<file path="config.mk">
export PLATFORM = sky130hd
export DESIGN_NAME = indirect_fabric_csr_port
export DESIGN_NICKNAME = d
export VERILOG_FILES = /design/src/rtl/fabric_csr_pkg.sv /design/src/rtl/lane_merge.sv /design/src/rtl/indirect_fabric_csr_port.sv
export SDC_FILE = /design/constraint.sdc
export NUM_CORES = 1
export LEC_CHECK = 0
export BUFFER_PORTS_ARGS = -buffer_cell sky130_fd_sc_hd__buf_2
export CORE_ASPECT_RATIO = 2
export CORE_MARGIN = 2
export CORE_UTILIZATION = 51
export DETAILED_ROUTE_END_ITERATION = 8
export PLACE_DENSITY = 0.8
export REMOVE_ABC_BUFFERS = 1
export SYNTH_ARGS = -nofsm -noshare
export SYNTH_HDL_FRONTEND = slang
export SYNTH_SLANG_ARGS = --single-unit
</file>
<file path="constraint.sdc">
create_clock -name CLK_SYS_I -period 3.2 [get_ports CLK_SYS_I]
set_input_delay 0.32 -clock CLK_SYS_I [delete_from_list [all_inputs] [get_ports CLK_SYS_I]]
set_output_delay 0.32 -clock CLK_SYS_I [all_outputs]
set_load 0.05 [all_outputs]
</file>
<file path="src/rtl/fabric_csr_pkg.sv">
package fabric_csr_pkg;

  // register byte addresses on the wishbone slave
  localparam logic [11:0] DATA_REG_ADDR = 12'h1AC;
  localparam logic [11:0] CMD_REG_ADDR  = 12'h1B0;

  // command register field positions and widths
  localparam int PEND_BIT    = 31;
  localparam int RNW_BIT     = 30;
  localparam int STEP_UP_BIT = 29;
  localparam int STEP_DN_BIT = 28;
  localparam int LANE_LSB    = 16;
  localparam int LANE_W      = 4;
  localparam int INDEX_W     = 16;

  // reset values and the index step
  localparam logic [31:0] DATA_RESET  = 32'h0000_0000;
  localparam logic [15:0] INDEX_RESET = 16'h0000;
  localparam logic [3:0]  LANE_RESET  = 4'h0;
  localparam logic [15:0] INDEX_ONE   = 16'h0001;

  // fabric-side request carrier
  typedef struct packed {
    logic        req;
    logic        rnw;
    logic [15:0] index;
    logic [3:0]  lanes;
    logic [31:0] wdata;
  } fabric_req_type;

  // fabric-side answer carrier
  typedef struct packed {
    logic        done;
    logic [31:0] rdata;
  } fabric_rsp_type;

  // transfer sequencer states, one-hot
  typedef enum logic [2:0] {
    ST_IDLE = 3'b001,
    ST_REQ  = 3'b010,
    ST_WAIT = 3'b100
  } xfer_state_type;

endpackage

</file>
<file path="src/rtl/lane_merge.sv">
`timescale 1ns/1ps
`default_nettype none
// applies lane-select mask: returns merged word per byte lane
module lane_merge (
  // operands
  input  wire logic [31:0] old_i,
  input  wire logic [31:0] new_i,
  input  wire logic [3:0]  lanes_i,
  // result
  output logic      [31:0] merged_o
);
  // lane n governs bits 8n+7:8n
  always_comb begin
    for (int n = 0; n < 4; n++) begin
      merged_o[n*8 +: 8] = lanes_i[n] ? new_i[n*8 +: 8] : old_i[n*8 +: 8];
    end
  end
endmodule
`default_nettype wire

</file>
<file path="src/rtl/indirect_fabric_csr_port.sv">
// Chosen here: the Wishbone slave port.
`timescale 1ns/1ps
`default_nettype none
// Behaviour
// writing one to pending starts transfer at target index in chosen direction
// pending stays set during transfer, clears itself on completion
// after a read, pending clear means data register holds fabric result
// host leaves command and data registers alone while pending
// bit 30 read_not_write: 0 write, 1 read, resets 0
// step-up: data write sets pending, index increments after write done
// step-up: data read increments index and starts next fabric read
// step-down: data write sets pending, index decrements after write done
// step-down: data read decrements index and starts next fabric read
// host clears stepping enable before its final data read
// both steps enabled: step-up wins, step-down ignored
// lane_select bits 19:16 pick written bytes; others left unchanged
// lane 3 bits 31:24 down to lane 0 bits 7:0
// host should set all four lanes when stepping
// bits 15:0 target index, resets zero
// data read returns fabric result if read_not_write, else last written
// write delivers data register, lane masked, to fabric at target index
// command bits 27:20 read zero, ignore writes
module indirect_fabric_csr_port (
  // clock and reset
  input  wire logic                          CLK_SYS_I,
  input  wire logic                          ARST_N_I,
  // wishbone slave
  input  wire logic                          WB_CYC_I,
  input  wire logic                          WB_STB_I,
  input  wire logic                          WB_WE_I,
  input  wire logic [11:0]                   WB_ADR_I,
  input  wire logic [3:0]                    WB_SEL_I,
  input  wire logic [31:0]                   WB_DAT_I,
  output logic      [31:0]                   WB_DAT_O,
  output logic                               WB_ACK_O,
  // fabric register space
  output fabric_csr_pkg::fabric_req_type     FAB_REQ_O,
  input  wire fabric_csr_pkg::fabric_rsp_type FAB_RSP_I,
  // the fabric's current contents at FAB_REQ_O.index, for lane merge
  input  wire logic [31:0]                   FAB_CUR_I
);
  import fabric_csr_pkg::*;

  logic                 pend_reg;
  logic                 rnw_reg;
  logic                 up_reg;
  logic                 dn_reg;
  logic [3:0]           lane_reg;
  logic [15:0]          index_reg;
  logic [31:0]          wdata_reg;
  logic [31:0]          rdata_reg;
  logic                 ack_reg;
  logic [31:0]          dat_reg;
  xfer_state_type       state_reg;
  xfer_state_type       state_next;
  logic [31:0]          merged;
  logic [31:0]          cmd_word;

  // byte-lane write of a bus word into a stored word
  function automatic logic [31:0] sel_write(input logic [31:0] old, input logic [31:0] wd,
                                            input logic [3:0] sel);
    logic [31:0] r;
    r = old;
    for (int n = 0; n < 4; n++) begin
      if (sel[n]) begin
        r[n*8 +: 8] = wd[n*8 +: 8];
      end
    end
    return r;
  endfunction

  // next index after a step; step-up has precedence
  function automatic logic [15:0] step_index(input logic [15:0] idx, input logic up,
                                             input logic dn);
    logic [15:0] r;
    r = idx;
    if (up) begin
      r = idx + INDEX_ONE;
    end else if (dn) begin
      r = idx - INDEX_ONE;
    end
    return r;
  endfunction

  // bus decode: request accepted in the cycle before ack is raised
  wire bus_take = WB_CYC_I && WB_STB_I && !ack_reg;
  wire wr_cmd   = bus_take && WB_WE_I && (WB_ADR_I == CMD_REG_ADDR);
  wire wr_data  = bus_take && WB_WE_I && (WB_ADR_I == DATA_REG_ADDR);
  wire rd_data  = bus_take && !WB_WE_I && (WB_ADR_I == DATA_REG_ADDR);
  wire stepping = up_reg || dn_reg;
  wire xfer_end = state_reg == ST_WAIT && FAB_RSP_I.done;

  // start sources: explicit pending write, or stepping data access
  wire start_cmd  = wr_cmd && WB_SEL_I[3] && WB_DAT_I[PEND_BIT];
  wire start_wr   = wr_data && stepping;
  wire start_rd   = rd_data && stepping;
  wire start_xfer = !pend_reg && (start_cmd || start_wr || start_rd);

  // command write image, so the index bytes follow the bus lanes
  assign cmd_word = sel_write({16'h0000, index_reg}, WB_DAT_I, WB_SEL_I);

  // single wait-state ack; classic cycle drops ack after one beat
  always_ff @(posedge CLK_SYS_I or negedge ARST_N_I) begin
    if (!ARST_N_I) begin
      ack_reg <= 1'b0;
    end else begin
      ack_reg <= bus_take;
    end
  end
  assign WB_ACK_O = ack_reg;

  // read mux; unmapped addresses read zero
  always_ff @(posedge CLK_SYS_I or negedge ARST_N_I) begin
    if (!ARST_N_I) begin
      dat_reg <= DATA_RESET;
    end else if (bus_take && !WB_WE_I) begin
      if (WB_ADR_I == CMD_REG_ADDR) begin
        dat_reg <= {pend_reg, rnw_reg, up_reg, dn_reg, 8'h00,
                    lane_reg, index_reg};
      end else if (WB_ADR_I == DATA_REG_ADDR) begin
        dat_reg <= rnw_reg ? rdata_reg : wdata_reg;
      end else begin
        dat_reg <= DATA_RESET;
      end
    end
  end
  assign WB_DAT_O = dat_reg;

  // command fields; writes ignored while busy so a live transfer stays stable
  always_ff @(posedge CLK_SYS_I or negedge ARST_N_I) begin
    if (!ARST_N_I) begin
      rnw_reg  <= 1'b0;
      up_reg   <= 1'b0;
      dn_reg   <= 1'b0;
      lane_reg <= LANE_RESET;
    end else if (wr_cmd && !pend_reg) begin
      if (WB_SEL_I[3]) begin
        rnw_reg <= WB_DAT_I[RNW_BIT];
        up_reg  <= WB_DAT_I[STEP_UP_BIT];
        dn_reg  <= WB_DAT_I[STEP_DN_BIT];
      end
      if (WB_SEL_I[2]) begin
        lane_reg <= WB_DAT_I[LANE_LSB +: LANE_W];
      end
    end
  end

  // target index: host write, step on data read, step after write done
  always_ff @(posedge CLK_SYS_I or negedge ARST_N_I) begin
    if (!ARST_N_I) begin
      index_reg <= INDEX_RESET;
    end else if (wr_cmd && !pend_reg) begin
      index_reg <= cmd_word[INDEX_W-1:0];
    end else if (start_rd && !pend_reg) begin // live transfer keeps its index
      index_reg <= step_index(index_reg, up_reg, dn_reg);
    end else if (xfer_end && !rnw_reg) begin
      index_reg <= step_index(index_reg, up_reg, dn_reg);
    end
  end

  // host data word
  always_ff @(posedge CLK_SYS_I or negedge ARST_N_I) begin
    if (!ARST_N_I) begin
      wdata_reg <= DATA_RESET;
    end else if (wr_data && !pend_reg) begin
      wdata_reg <= sel_write(wdata_reg, WB_DAT_I, WB_SEL_I);
    end
  end

  // fabric read result, captured at completion
  always_ff @(posedge CLK_SYS_I or negedge ARST_N_I) begin
    if (!ARST_N_I) begin
      rdata_reg <= DATA_RESET;
    end else if (xfer_end && rnw_reg) begin
      rdata_reg <= FAB_RSP_I.rdata;
    end
  end

  // pending flag: self-set on start, self-clear on completion
  always_ff @(posedge CLK_SYS_I or negedge ARST_N_I) begin
    if (!ARST_N_I) begin
      pend_reg <= 1'b0;
    end else if (start_xfer) begin
      pend_reg <= 1'b1;
    end else if (xfer_end) begin
      pend_reg <= 1'b0;
    end
  end

  // sequencer: issue a one-cycle request, then wait for done
  always_comb begin
    state_next = state_reg;
    case (state_reg)
      ST_IDLE: begin
        if (start_xfer) begin
          state_next = ST_REQ;
        end
      end
      ST_REQ: begin
        state_next = ST_WAIT;
      end
      ST_WAIT: begin
        if (FAB_RSP_I.done) begin
          state_next = ST_IDLE;
        end
      end
      default: begin
        state_next = ST_IDLE;
      end
    endcase
  end

  always_ff @(posedge CLK_SYS_I or negedge ARST_N_I) begin
    if (!ARST_N_I) begin
      state_reg <= ST_IDLE;
    end else begin
      state_reg <= state_next;
    end
  end

  // lane merge against the fabric's current word keeps unselected bytes
  lane_merge u_merge (
    .old_i    (FAB_CUR_I),
    .new_i    (wdata_reg),
    .lanes_i  (lane_reg),
    .merged_o (merged)
  );

  // fabric request; fields presented from registers, write data merged with FAB_CUR_I, strobe is the req state
  always_comb begin
    FAB_REQ_O.req   = state_reg == ST_REQ;
    FAB_REQ_O.rnw   = rnw_reg;
    FAB_REQ_O.index = index_reg;
    FAB_REQ_O.lanes = lane_reg;
    FAB_REQ_O.wdata = merged;
  end

  // assertions
  chk_start_sets_pend: assert property (@(posedge CLK_SYS_I) disable iff (!ARST_N_I)
    start_xfer |=> pend_reg && FAB_REQ_O.req)
    else $error("start did not raise pending and request");
  chk_pend_holds: assert property (@(posedge CLK_SYS_I) disable iff (!ARST_N_I)
    (pend_reg && !xfer_end) |=> pend_reg)
    else $error("pending dropped before completion");
  chk_pend_clears: assert property (@(posedge CLK_SYS_I) disable iff (!ARST_N_I)
    xfer_end |=> !pend_reg && state_reg == ST_IDLE)
    else $error("pending not cleared at completion");
  chk_read_result: assert property (@(posedge CLK_SYS_I) disable iff (!ARST_N_I)
    (xfer_end && rnw_reg) |=> rdata_reg == $past(FAB_RSP_I.rdata))
    else $error("read result not captured");
  chk_rnw_fixed: assert property (@(posedge CLK_SYS_I) disable iff (!ARST_N_I)
    FAB_REQ_O.req |-> FAB_REQ_O.rnw == rnw_reg && pend_reg)
    else $error("request direction mismatch");
  chk_up_after_wr: assert property (@(posedge CLK_SYS_I) disable iff (!ARST_N_I)
    (xfer_end && !rnw_reg && up_reg && !wr_cmd) |=>
      index_reg == $past(index_reg) + INDEX_ONE)
    else $error("index not incremented after write");
  chk_step_on_read: assert property (@(posedge CLK_SYS_I) disable iff (!ARST_N_I)
    (start_rd && !pend_reg && up_reg) |=>
      index_reg == $past(index_reg) + INDEX_ONE && FAB_REQ_O.req)
    else $error("read step did not increment and issue");
  chk_dn_on_read: assert property (@(posedge CLK_SYS_I) disable iff (!ARST_N_I)
    (start_rd && !pend_reg && dn_reg && !up_reg) |=>
      index_reg == $past(index_reg) - INDEX_ONE)
    else $error("read step did not decrement");
  chk_up_wins: assert property (@(posedge CLK_SYS_I) disable iff (!ARST_N_I)
    (start_rd && !pend_reg && dn_reg && up_reg) |=> index_reg == $past(index_reg) + INDEX_ONE)
    else $error("step-down overrode step-up");
  chk_lane_mask: assert property (@(posedge CLK_SYS_I) disable iff (!ARST_N_I)
    (FAB_REQ_O.req && !lane_reg[0]) |-> FAB_REQ_O.wdata[7:0] == FAB_CUR_I[7:0])
    else $error("unselected byte overwritten");
  chk_resv_zero: assert property (@(posedge CLK_SYS_I) disable iff (!ARST_N_I)
    (ack_reg && $past(WB_ADR_I) == CMD_REG_ADDR && !$past(WB_WE_I)) |->
      WB_DAT_O[27:20] == 8'h00)
    else $error("reserved bits nonzero");
  chk_data_readback: assert property (@(posedge CLK_SYS_I) disable iff (!ARST_N_I)
    (rd_data && !rnw_reg) |=> WB_DAT_O == $past(wdata_reg))
    else $error("data readback wrong");
  chk_result_read: assert property (@(posedge CLK_SYS_I) disable iff (!ARST_N_I)
    (rd_data && rnw_reg) |=> WB_DAT_O == $past(rdata_reg))
    else $error("fabric result not returned");

  // request strobe lifetime
  chk_req_single: assert property (@(posedge CLK_SYS_I) disable iff (!ARST_N_I)
    FAB_REQ_O.req |=> !FAB_REQ_O.req)
    else $error("request strobe longer than one cycle");
  chk_req_has_pend: assert property (@(posedge CLK_SYS_I) disable iff (!ARST_N_I)
    FAB_REQ_O.req |-> pend_reg)
    else $error("request without pending");
  chk_wait_holds: assert property (@(posedge CLK_SYS_I) disable iff (!ARST_N_I)
    (state_reg == ST_WAIT && !FAB_RSP_I.done) |=> state_reg == ST_WAIT && pend_reg)
    else $error("wait left before done");

  // host writes refused while a transfer is live
  chk_cmd_locked: assert property (@(posedge CLK_SYS_I) disable iff (!ARST_N_I)
    (pend_reg && wr_cmd) |=> rnw_reg == $past(rnw_reg) && lane_reg == $past(lane_reg))
    else $error("command changed while pending");
  chk_data_locked: assert property (@(posedge CLK_SYS_I) disable iff (!ARST_N_I)
    (pend_reg && wr_data) |=> wdata_reg == $past(wdata_reg))
    else $error("data changed while pending");
  chk_index_locked: assert property (@(posedge CLK_SYS_I) disable iff (!ARST_N_I)
    (pend_reg && !xfer_end) |=> index_reg == $past(index_reg))
    else $error("index moved during transfer");

  // command field updates
  chk_cmd_fields: assert property (@(posedge CLK_SYS_I) disable iff (!ARST_N_I)
    (wr_cmd && !pend_reg && WB_SEL_I[3]) |=> rnw_reg == $past(WB_DAT_I[RNW_BIT]))
    else $error("direction bit not written");
  chk_index_write: assert property (@(posedge CLK_SYS_I) disable iff (!ARST_N_I)
    (wr_cmd && !pend_reg && WB_SEL_I[1] && WB_SEL_I[0]) |=>
      index_reg == $past(WB_DAT_I[INDEX_W-1:0]))
    else $error("index not written");
  chk_lane_write: assert property (@(posedge CLK_SYS_I) disable iff (!ARST_N_I)
    (wr_cmd && !pend_reg && WB_SEL_I[2]) |=>
      lane_reg == $past(WB_DAT_I[LANE_LSB +: LANE_W]))
    else $error("lane select not written");

  // stepping starts and index moves after writes
  chk_up_on_write: assert property (@(posedge CLK_SYS_I) disable iff (!ARST_N_I)
    (wr_data && up_reg && !pend_reg) |=> pend_reg)
    else $error("step-up data write did not start");
  chk_dn_on_write: assert property (@(posedge CLK_SYS_I) disable iff (!ARST_N_I)
    (wr_data && dn_reg && !pend_reg) |=> pend_reg)
    else $error("step-down data write did not start");
  chk_dn_after_wr: assert property (@(posedge CLK_SYS_I) disable iff (!ARST_N_I)
    (xfer_end && !rnw_reg && dn_reg && !up_reg) |=> index_reg == $past(index_reg) - INDEX_ONE)
    else $error("index not decremented after write");
  chk_up_wins_wr: assert property (@(posedge CLK_SYS_I) disable iff (!ARST_N_I)
    (xfer_end && !rnw_reg && up_reg && dn_reg) |=> index_reg == $past(index_reg) + INDEX_ONE)
    else $error("step-down won after write");
  chk_no_step_idle: assert property (@(posedge CLK_SYS_I) disable iff (!ARST_N_I)
    (xfer_end && !up_reg && !dn_reg) |=> index_reg == $past(index_reg))
    else $error("index moved without stepping");
  chk_pend_after_rd: assert property (@(posedge CLK_SYS_I) disable iff (!ARST_N_I)
    (start_rd && !pend_reg) |=> pend_reg)
    else $error("stepped read did not set pending");
  chk_dn_read_issue: assert property (@(posedge CLK_SYS_I) disable iff (!ARST_N_I)
    (start_rd && !pend_reg && dn_reg && !up_reg) |=> FAB_REQ_O.req)
    else $error("step-down read not issued");

  // write word presented to the fabric
  chk_lane_take: assert property (@(posedge CLK_SYS_I) disable iff (!ARST_N_I)
    (FAB_REQ_O.req && lane_reg[3]) |-> FAB_REQ_O.wdata[31:24] == wdata_reg[31:24])
    else $error("selected top byte not taken");
  chk_write_data: assert property (@(posedge CLK_SYS_I) disable iff (!ARST_N_I)
    (FAB_REQ_O.req && !FAB_REQ_O.rnw && lane_reg == {LANE_W{1'b1}}) |->
      FAB_REQ_O.wdata == wdata_reg)
    else $error("write word differs from data register");
endmodule
`default_nettype wire

</file>
==> key figures, run 1 <==
Status
  – Status: finished, violations left
  – Violated checks: hold timing

Synth
  – Post-synthesis adder-cell area fraction: 0.03066
  – Synth warnings: 0
  – Register area share after synthesis: 0.4876
  – Async SR Flop Fraction: 1.000
  – Mapped Cells: 552
  – Xor/xnor share of the synthesized area: 0.01651
  – Yosys cell types: 57
  – Post-synth EDFFs: 0
  – Syn Area/Cell: 11.53 µm²
  – Synthesized cell area: 0.006366 mm²
  – Multiplexer share of the synthesized area: 0.2390
  – Top_reg_cell synth: dfrtp_1
  – Largest family of logic cells by synthesized area: multiplexers
  – Synth Area in Simple Gates: 0.08667
  – #FFs+latches synth: 124
  – Post-synthesis compound-gate area fraction: 0.1187

Placed design
  – GPL Wtd Cong: 0.8625
  – Dpl ws: 0.2663 ns
  – Port Buf Inserts: between 200 and 250
  – Post-DP HPWL: 12.86 mm

Critical path
  – Register-to-Register Path Depth: 9
  – WP data arrival: around 3.3 ns
  – CP Launch Type: flop
  – Flop2flop setup slack: 0.20 ns
  – Critical path data required time: around 3.5 ns
  – Setup crit end kind: flop
  – CP dominant cell by count: a21oi_1
  – Crit Path Class: reg -> reg
  – FF-to-FF End: index_reg[14]
  – Reg-to-reg startpoint: up_reg
  – Worst Path Buf+Inv: 1
  – Slowest-stage cell, CP: a311oi_1
  – CP delay by family, top: compound AO/OA/AOI/OAI gates
  – Worst-path cell chain: inv_1, ha_1, a21oi_1, o211ai_1, a311oi_1, o21ai_0, a21oi_1, mux2i_1, a211o_1
  – Crit path max fanout: 15
  – Worst path max stage delay: 0.48 ns

STA
  – Final hold violations: 1
  – RSZ-0062 raised after global routing: false
  – Setup Skew: 0.01006 ns
  – Fmax achieved: roughly 330 MHz
  – Slew Viols, Final: 0
  – Crit share post-route: 0.9374
  – Setup TNS: 0 ns
  – Hold Slack: -0.002427 ns
  – Relative slew slack: 0.4489
  – Final setup violation count: 0
  – Fin crit period: ~3.0 ns
  – Worst Tran Pin Value: 0.8267 ns
  – Setup slack after layout: 0.2003 ns

Cells and area
  – N_diodes: 0
  – Share of cells above drive strength 1: 0.4740
  – # nets final: between 800 and 900
  – Area delta synth->final: 27.89%
  – Filler cells: 920

Routing
  – Routed WL: about 17 mm
  – Routed len/inst: roughly 19 µm
  – Drt first-iter violations: 337
  – Routed Antenna Nets: 0
  – DRT Pass-1 Iters: 5
  – # DRC: 0
  – Vias per inst: roughly 5.8
  – DR vias: approximately 5300

Floorplanning
  – Row count: 57
  – Core Region: 0.01220 mm²
  – I/O Pins: approximately 210
  – Die Height: 162 µm
  – Chip Width: roughly 83 µm
  – DIE AREA: about 0.013 mm²
  – Initial Utilization: 0.5220

Power
  – Leak: 4.136 nW
  – PwrDens: 460.8 mW/mm²
  – Pwr Total: 3.751 mW
  – Peak VDD IR: between 400 and 500 µV

Clock network
  – Post-CTS Hold Buffers: 0
  – Clock Tree Root: clkbuf_16
  – CTS max path bufs: 2
  – CTS tree: built
  – Clk sinks: 124
  – # Post-CTS Setup Buffers: 0
  – Cts bufs inserted: 17
  – H-tree depth: 4
  – Clock latency on the worst-skew pair: 0.41 ns
  – Reg clk slew, reported paths: 0.06 ns
  – Post-CTS sizing: 0

Run
  – Max-cap violations: 0

Global route
  – GRT Residual Overflow: 0
  – Initial antenna violation count: 0
  – Largest net degree at the start of global routing: 66
  – First-pass GRT wire length: roughly 28 mm
  – Number of global-route vias before repair: 5669
  – All-layer global routing usage: 0.2655

Worst hold path
  – Class of the worst hold path: in -> async
-- cell type report --
| type | count | area (µm²) | area share |
|---|---|---|---|
| Multi-Input combinational cell | 397 | 3134 | 0.3850 |
| Sequential cell | 124 | 3105 | 0.3814 |
| Timing Repair Buffer | 214 | 1111 | 0.1365 |
| Clock buffer | 20 | 456.7 | 0.05609 |
| Tap cell | 147 | 183.9 | 0.02259 |
| Clock inverter | 12 | 138.9 | 0.01706 |
| Inverter | 3 | 11.26 | 0.001383 |
-- cell usage in the layout, fill, tap and decap left out, drive strengths merged, types with 3 or more instances in the layout --
| master | n |
|---|---|
| nor2 | 36 |
| o21ai | 44 |
| buf | 214 |
| nand3 | 4 |
| a21o | 3 |
| dfrtp | 123 |
| nor3 | 6 |
| a22oi | 23 |
| xnor2 | 4 |
| xor2 | 8 |
| nand2 | 35 |
| inv | 5 |
| nor4 | 3 |
| nand4 | 5 |
| nor3b | 3 |
| a21oi | 29 |
| a31oi | 8 |
| clkinv | 7 |
| clkbuf | 20 |
| mux2 | 104 |
| nand3b | 3 |
| mux2i | 35 |
| ha | 14 |
-- per-stage QoR --
stage	area, µm²	instances	util
2_1_floorplan	6245	524	-
5_1_grt	8142	917	0.6676
4_1_cts	8142	917	0.6676
3_3_place_gp	7546	885	0.6188
6_report	8142	917	0.6676
3_5_place_dp	7546	885	0.6188
-- where the power goes --
| part | internal, mW | switching (mW) |
|---|---|---|
| clock | 1.19 | 0.729 |
| sequential | 1.57 | 0.00116 |
| combinational | 0.0912 | 0.165 |
-- cell usage after synthesis, types with 3 or more instances --
| library cell | instances | area (µm²) |
|---|---|---|
| a21o_1 | 3 | 22.52 |
| a21oi_1 | 26 | 130.1 |
| a21oi_2 | 3 | 26.28 |
| a22oi_1 | 23 | 172.7 |
| a31oi_1 | 8 | 50.05 |
| clkbuf_1 | 23 | 86.33 |
| dfrtp_1 | 123 | 3078 |
| ha_1 | 14 | 175.2 |
| inv_1 | 3 | 11.26 |
| mux2_2 | 103 | 1160 |
| mux2i_1 | 35 | 350.3 |
| nand2_1 | 33 | 123.9 |
| nand3_1 | 4 | 20.02 |
| nand4_1 | 5 | 31.28 |
| nor2_1 | 36 | 135.1 |
| nor3_1 | 5 | 25.02 |
| o21ai_0 | 44 | 220.2 |
| xnor2_1 | 4 | 35.03 |
| xor2_1 | 8 | 70.07 |
-- cell families after synthesis --
group | Yosys count
muxes | 139
DFF | 124
AOI/OAI and AO/OA | 123
and+or+nand+nor | 108
buffers and inverters | 31
adders and majority gates | 15
xor gates and xnor gates | 12
-- routing by layer --
metal  wire, µm  global-route usage  vias to the layer above
li1           -                   -                     2446
met1       6029              0.2789                     2627
met2       9942              0.4982                      213
met3        832             0.04573                       51
met4        605              0.1371                        0
met5          0                   0                        -
-- worst max path at each step --
stage                  from            end  slack, ns  cells after the start
finish               up_reg  index_reg[14]       0.20                      9
global route         up_reg  index_reg[14]       0.01                      9
CTS                  up_reg  index_reg[14]       0.26                      9
detailed placement   up_reg  index_reg[14]       0.27                      9
global placement     up_reg  index_reg[14]       0.39                      9
floorplan           rnw_reg   rdata_reg[0]      -0.55                      2
(Power assumes the default switching activity.)
==> run 2, diff against run 1 <==
--- a/config.mk
+++ b/config.mk
@@ -7,10 +7,11 @@
 export LEC_CHECK = 0
 export BUFFER_PORTS_ARGS = -buffer_cell sky130_fd_sc_hd__buf_2
 export CORE_ASPECT_RATIO = 2
-export CORE_MARGIN = 2
-export CORE_UTILIZATION = 51
+export CORE_MARGIN = 3
+export CORE_UTILIZATION = 42
+export CTS_CLUSTER_SIZE = 14
 export DETAILED_ROUTE_END_ITERATION = 8
-export PLACE_DENSITY = 0.8
+export PLACE_DENSITY = 0.68
 export REMOVE_ABC_BUFFERS = 1
 export SYNTH_ARGS = -nofsm -noshare
 export SYNTH_HDL_FRONTEND = slang
==> key figures, run 2 (same netlist as run 1, synthesis figures left out) <==
Run
  – Max-cap violations: 0 (unchanged)

STA
  – Final hold violations: 0 (-1)
  – Setup TNS: 0 ns (unchanged)
  – Setup Skew: 0.008349 ns (-0.001713 ns)
  – Fmax achieved: 354.6 MHz (+6.4%)
  – Crit share post-route: 0.8813 (-0.05606)
  – RSZ-0062 raised after global routing: false
  – Fin crit period: 2.820 ns (-0.1794 ns)
  – Setup slack after layout: 0.3797 ns (+0.1794 ns)
  – Final setup violation count: 0 (unchanged)
  – Relative slew slack: 0.5109 (+0.06202)
  – Worst Tran Pin Value: 0.7276 ns (-0.09909 ns)
  – Slew Viols, Final: 0 (unchanged)

Global route
  – Met2 Use GR: 0.4233 (-0.07488)
  – Initial antenna violation count: 0 (unchanged)
  – GRT met1 Usage: 0.2251 (-0.05385)
  – GRT Residual Overflow: 0 (unchanged)
  – Met3 global-route usage: 0.03468 (-0.01105)
  – All-layer global routing usage: 0.2173 (-0.04816)
  – Number of global-route vias before repair: 5563 (-1.9%)
  – First-pass GRT wire length: 28.41 mm (+1.2%)
  – Top Usage Layer GRT: met2
  – Largest net degree at the start of global routing: 50 (-24%)

Worst hold path
  – Class of the worst hold path: in -> reg

Power
  – Leak: 4.124 nW (-0.31%)
  – P_sw: 0.8888 mW (-0.70%)
  – Pwr Total: 3.722 mW (-0.79%)
  – PwrDens: 453.8 mW/mm² (-1.5%)
  – Sequential share of power: 0.422 (+0.003)
  – Peak VDD IR: 328.8 µV (-25%)
  – Switching Fraction: 0.2388 (about the same)
  – Pint: 2.833 mW (-0.82%)
  – Combinational share of power: 0.070 (+0.002)
  – Clock power frac: 0.508 (-0.005)

Routing
  – # DRC: 0 (unchanged)
  – Routed WL: 17.98 mm (+3.3%)
  – DRT Pass-1 Iters: 4 (-1)
  – Vias per inst: 5.365 (-7.8%)
  – Drt first-iter violations: 176 (-48%)
  – Routed len/inst: 18.61 µm (-2.0%)
  – Routed Antenna Nets: 0 (unchanged)
  – DR vias: 5183 (-2.9%)

Critical path
  – Worst path max stage delay: 0.42 ns (-0.06 ns)
  – Crit path max fanout: 15 (unchanged)
  – Worst Path Buf+Inv: 1 (unchanged)
  – CP Launch Type: flop
  – Crit Path Class: reg -> reg
  – WP data arrival: 3.11 ns (-0.19 ns)
  – Critical path data required time: 3.49 ns (about the same)
  – Setup crit end kind: flop
  – CP dominant cell by count: a21oi_1
  – Worst-path cell chain: inv_1, ha_1, a21oi_1, o211ai_1, a311oi_1, o21ai_0, a21oi_1, mux2i_1, a211o_1
  – CP delay by family, top: compound AO/OA/AOI/OAI gates
  – Flop2flop setup slack: 0.38 ns (+0.18 ns)
  – Slowest-stage cell, CP: inv_1

Cells and area
  – # nets final: 891 (+0.11%)
  – Share of cells above drive strength 1: 0.4734 (-0.0006148)
  – Area taken by multi-input logic gates: 0.003134 mm² (unchanged)
  – Most frequent cells in the layout: buf_2 (203), dfrtp_1 (122), mux2_2 (103), o21ai_0 (44)
  – Area delta synth->final: 28.83%
  – Register area: 0.003105 mm² (unchanged)
  – Commonest non-fill, non-tap cell in the layout: buf_2
  – N_diodes: 0 (unchanged)
  – Filler cells: 1354 (+47%)

Clock network
  – CTS max path bufs: 2 (unchanged)
  – Clock latency on the worst-skew pair: 0.41 ns (about the same)
  – Clk sinks: 124 (unchanged)
  – H-tree depth: 4 (unchanged)
  – Post-CTS Hold Buffers: 1 (+1)
  – Clock Tree Root: clkbuf_16
  – Reg clk slew, reported paths: 0.06 ns (about the same)
  – Post-CTS sizing: 0 (unchanged)
  – Cts bufs inserted: 17 (unchanged)
  – # Post-CTS Setup Buffers: 0 (unchanged)
  – CTS tree: built

Floorplanning
  – Chip Width: 93.06 µm (+12%)
  – Row count: 63 (+11%)
  – I/O Pins: 205 (unchanged)
  – Initial Utilization: 0.4296 (-0.09242)
  – DIE AREA: 0.01676 mm² (+25%)
  – Core Region: 0.01482 mm² (+22%)
  – Die Height: 180.1 µm (+11%)

Placed design
  – Dpl ws: 0.3979 ns (+0.1317 ns)
  – Port Buf Inserts: 204 (unchanged)
  – Post-DP HPWL: 13.22 mm (+2.8%)
  – GPL Wtd Cong: 0.9069 (+5.1%)

Status
  – Status: finished, final reports clean
-- run 2: per-stage QoR --
stage                       util  std cells  hold slack, ns  cell area, µm²
final                     0.5534        966          0.1265            8202
after global placement    0.5133        933          0.3679            7606
after CTS                 0.5534        966          0.1130            8202
after global routing      0.5534        966          0.1126            8202
after detailed placement  0.5133        933          0.3796            7606
after floorplan                -        524         0.02441            6245
-- run 2: layer usage --
layer | wire length (µm) | part of all wire | up-vias
li1 | - | - | 2443
met1 | 6480 | 0.36 | 2540
met2 | 10350 | 0.58 | 172
met3 | 758 | 0.042 | 28
met4 | 396 | 0.022 | 0
met5 | 0 | 0 | -
-- run 2: final cells by class --
type	count	area share
Multi-Input combinational cell	397	0.3822
Inverter	3	0.001373
Clock buffer	19	0.05400
Tap cell	195	0.02975
Clock inverter	13	0.01739
Sequential cell	124	0.3786
Timing Repair Buffer	215	0.1367
-- run 2: path summary, 6_finish.rpt --
path | start | endpoint | depth (start not counted)
worst min-delay path | WB_DAT_I[25] | wdata_reg[25] | 2
worst max-delay path | up_reg | index_reg[14] | 9
max in group asynchronous | ARST_N_I | rnw_reg | 3
min in group asynchronous | ARST_N_I | rdata_reg[9] | 2
worst min register to register | WB_DAT_O[22] | WB_DAT_O[22] | 2
worst max register to register | up_reg | index_reg[14] | 9
-- run 2: power by group through the flow --
stage               combinational [mW]  clock [mW]  sequential (mW)
finish                           0.261        1.89             1.57
global route                     0.282        2.00             1.57
CTS                              0.265        1.92             1.57
detailed placement               0.263           0             1.60
global placement                 0.257           0             1.60
floorplan                        0.116           0             1.60
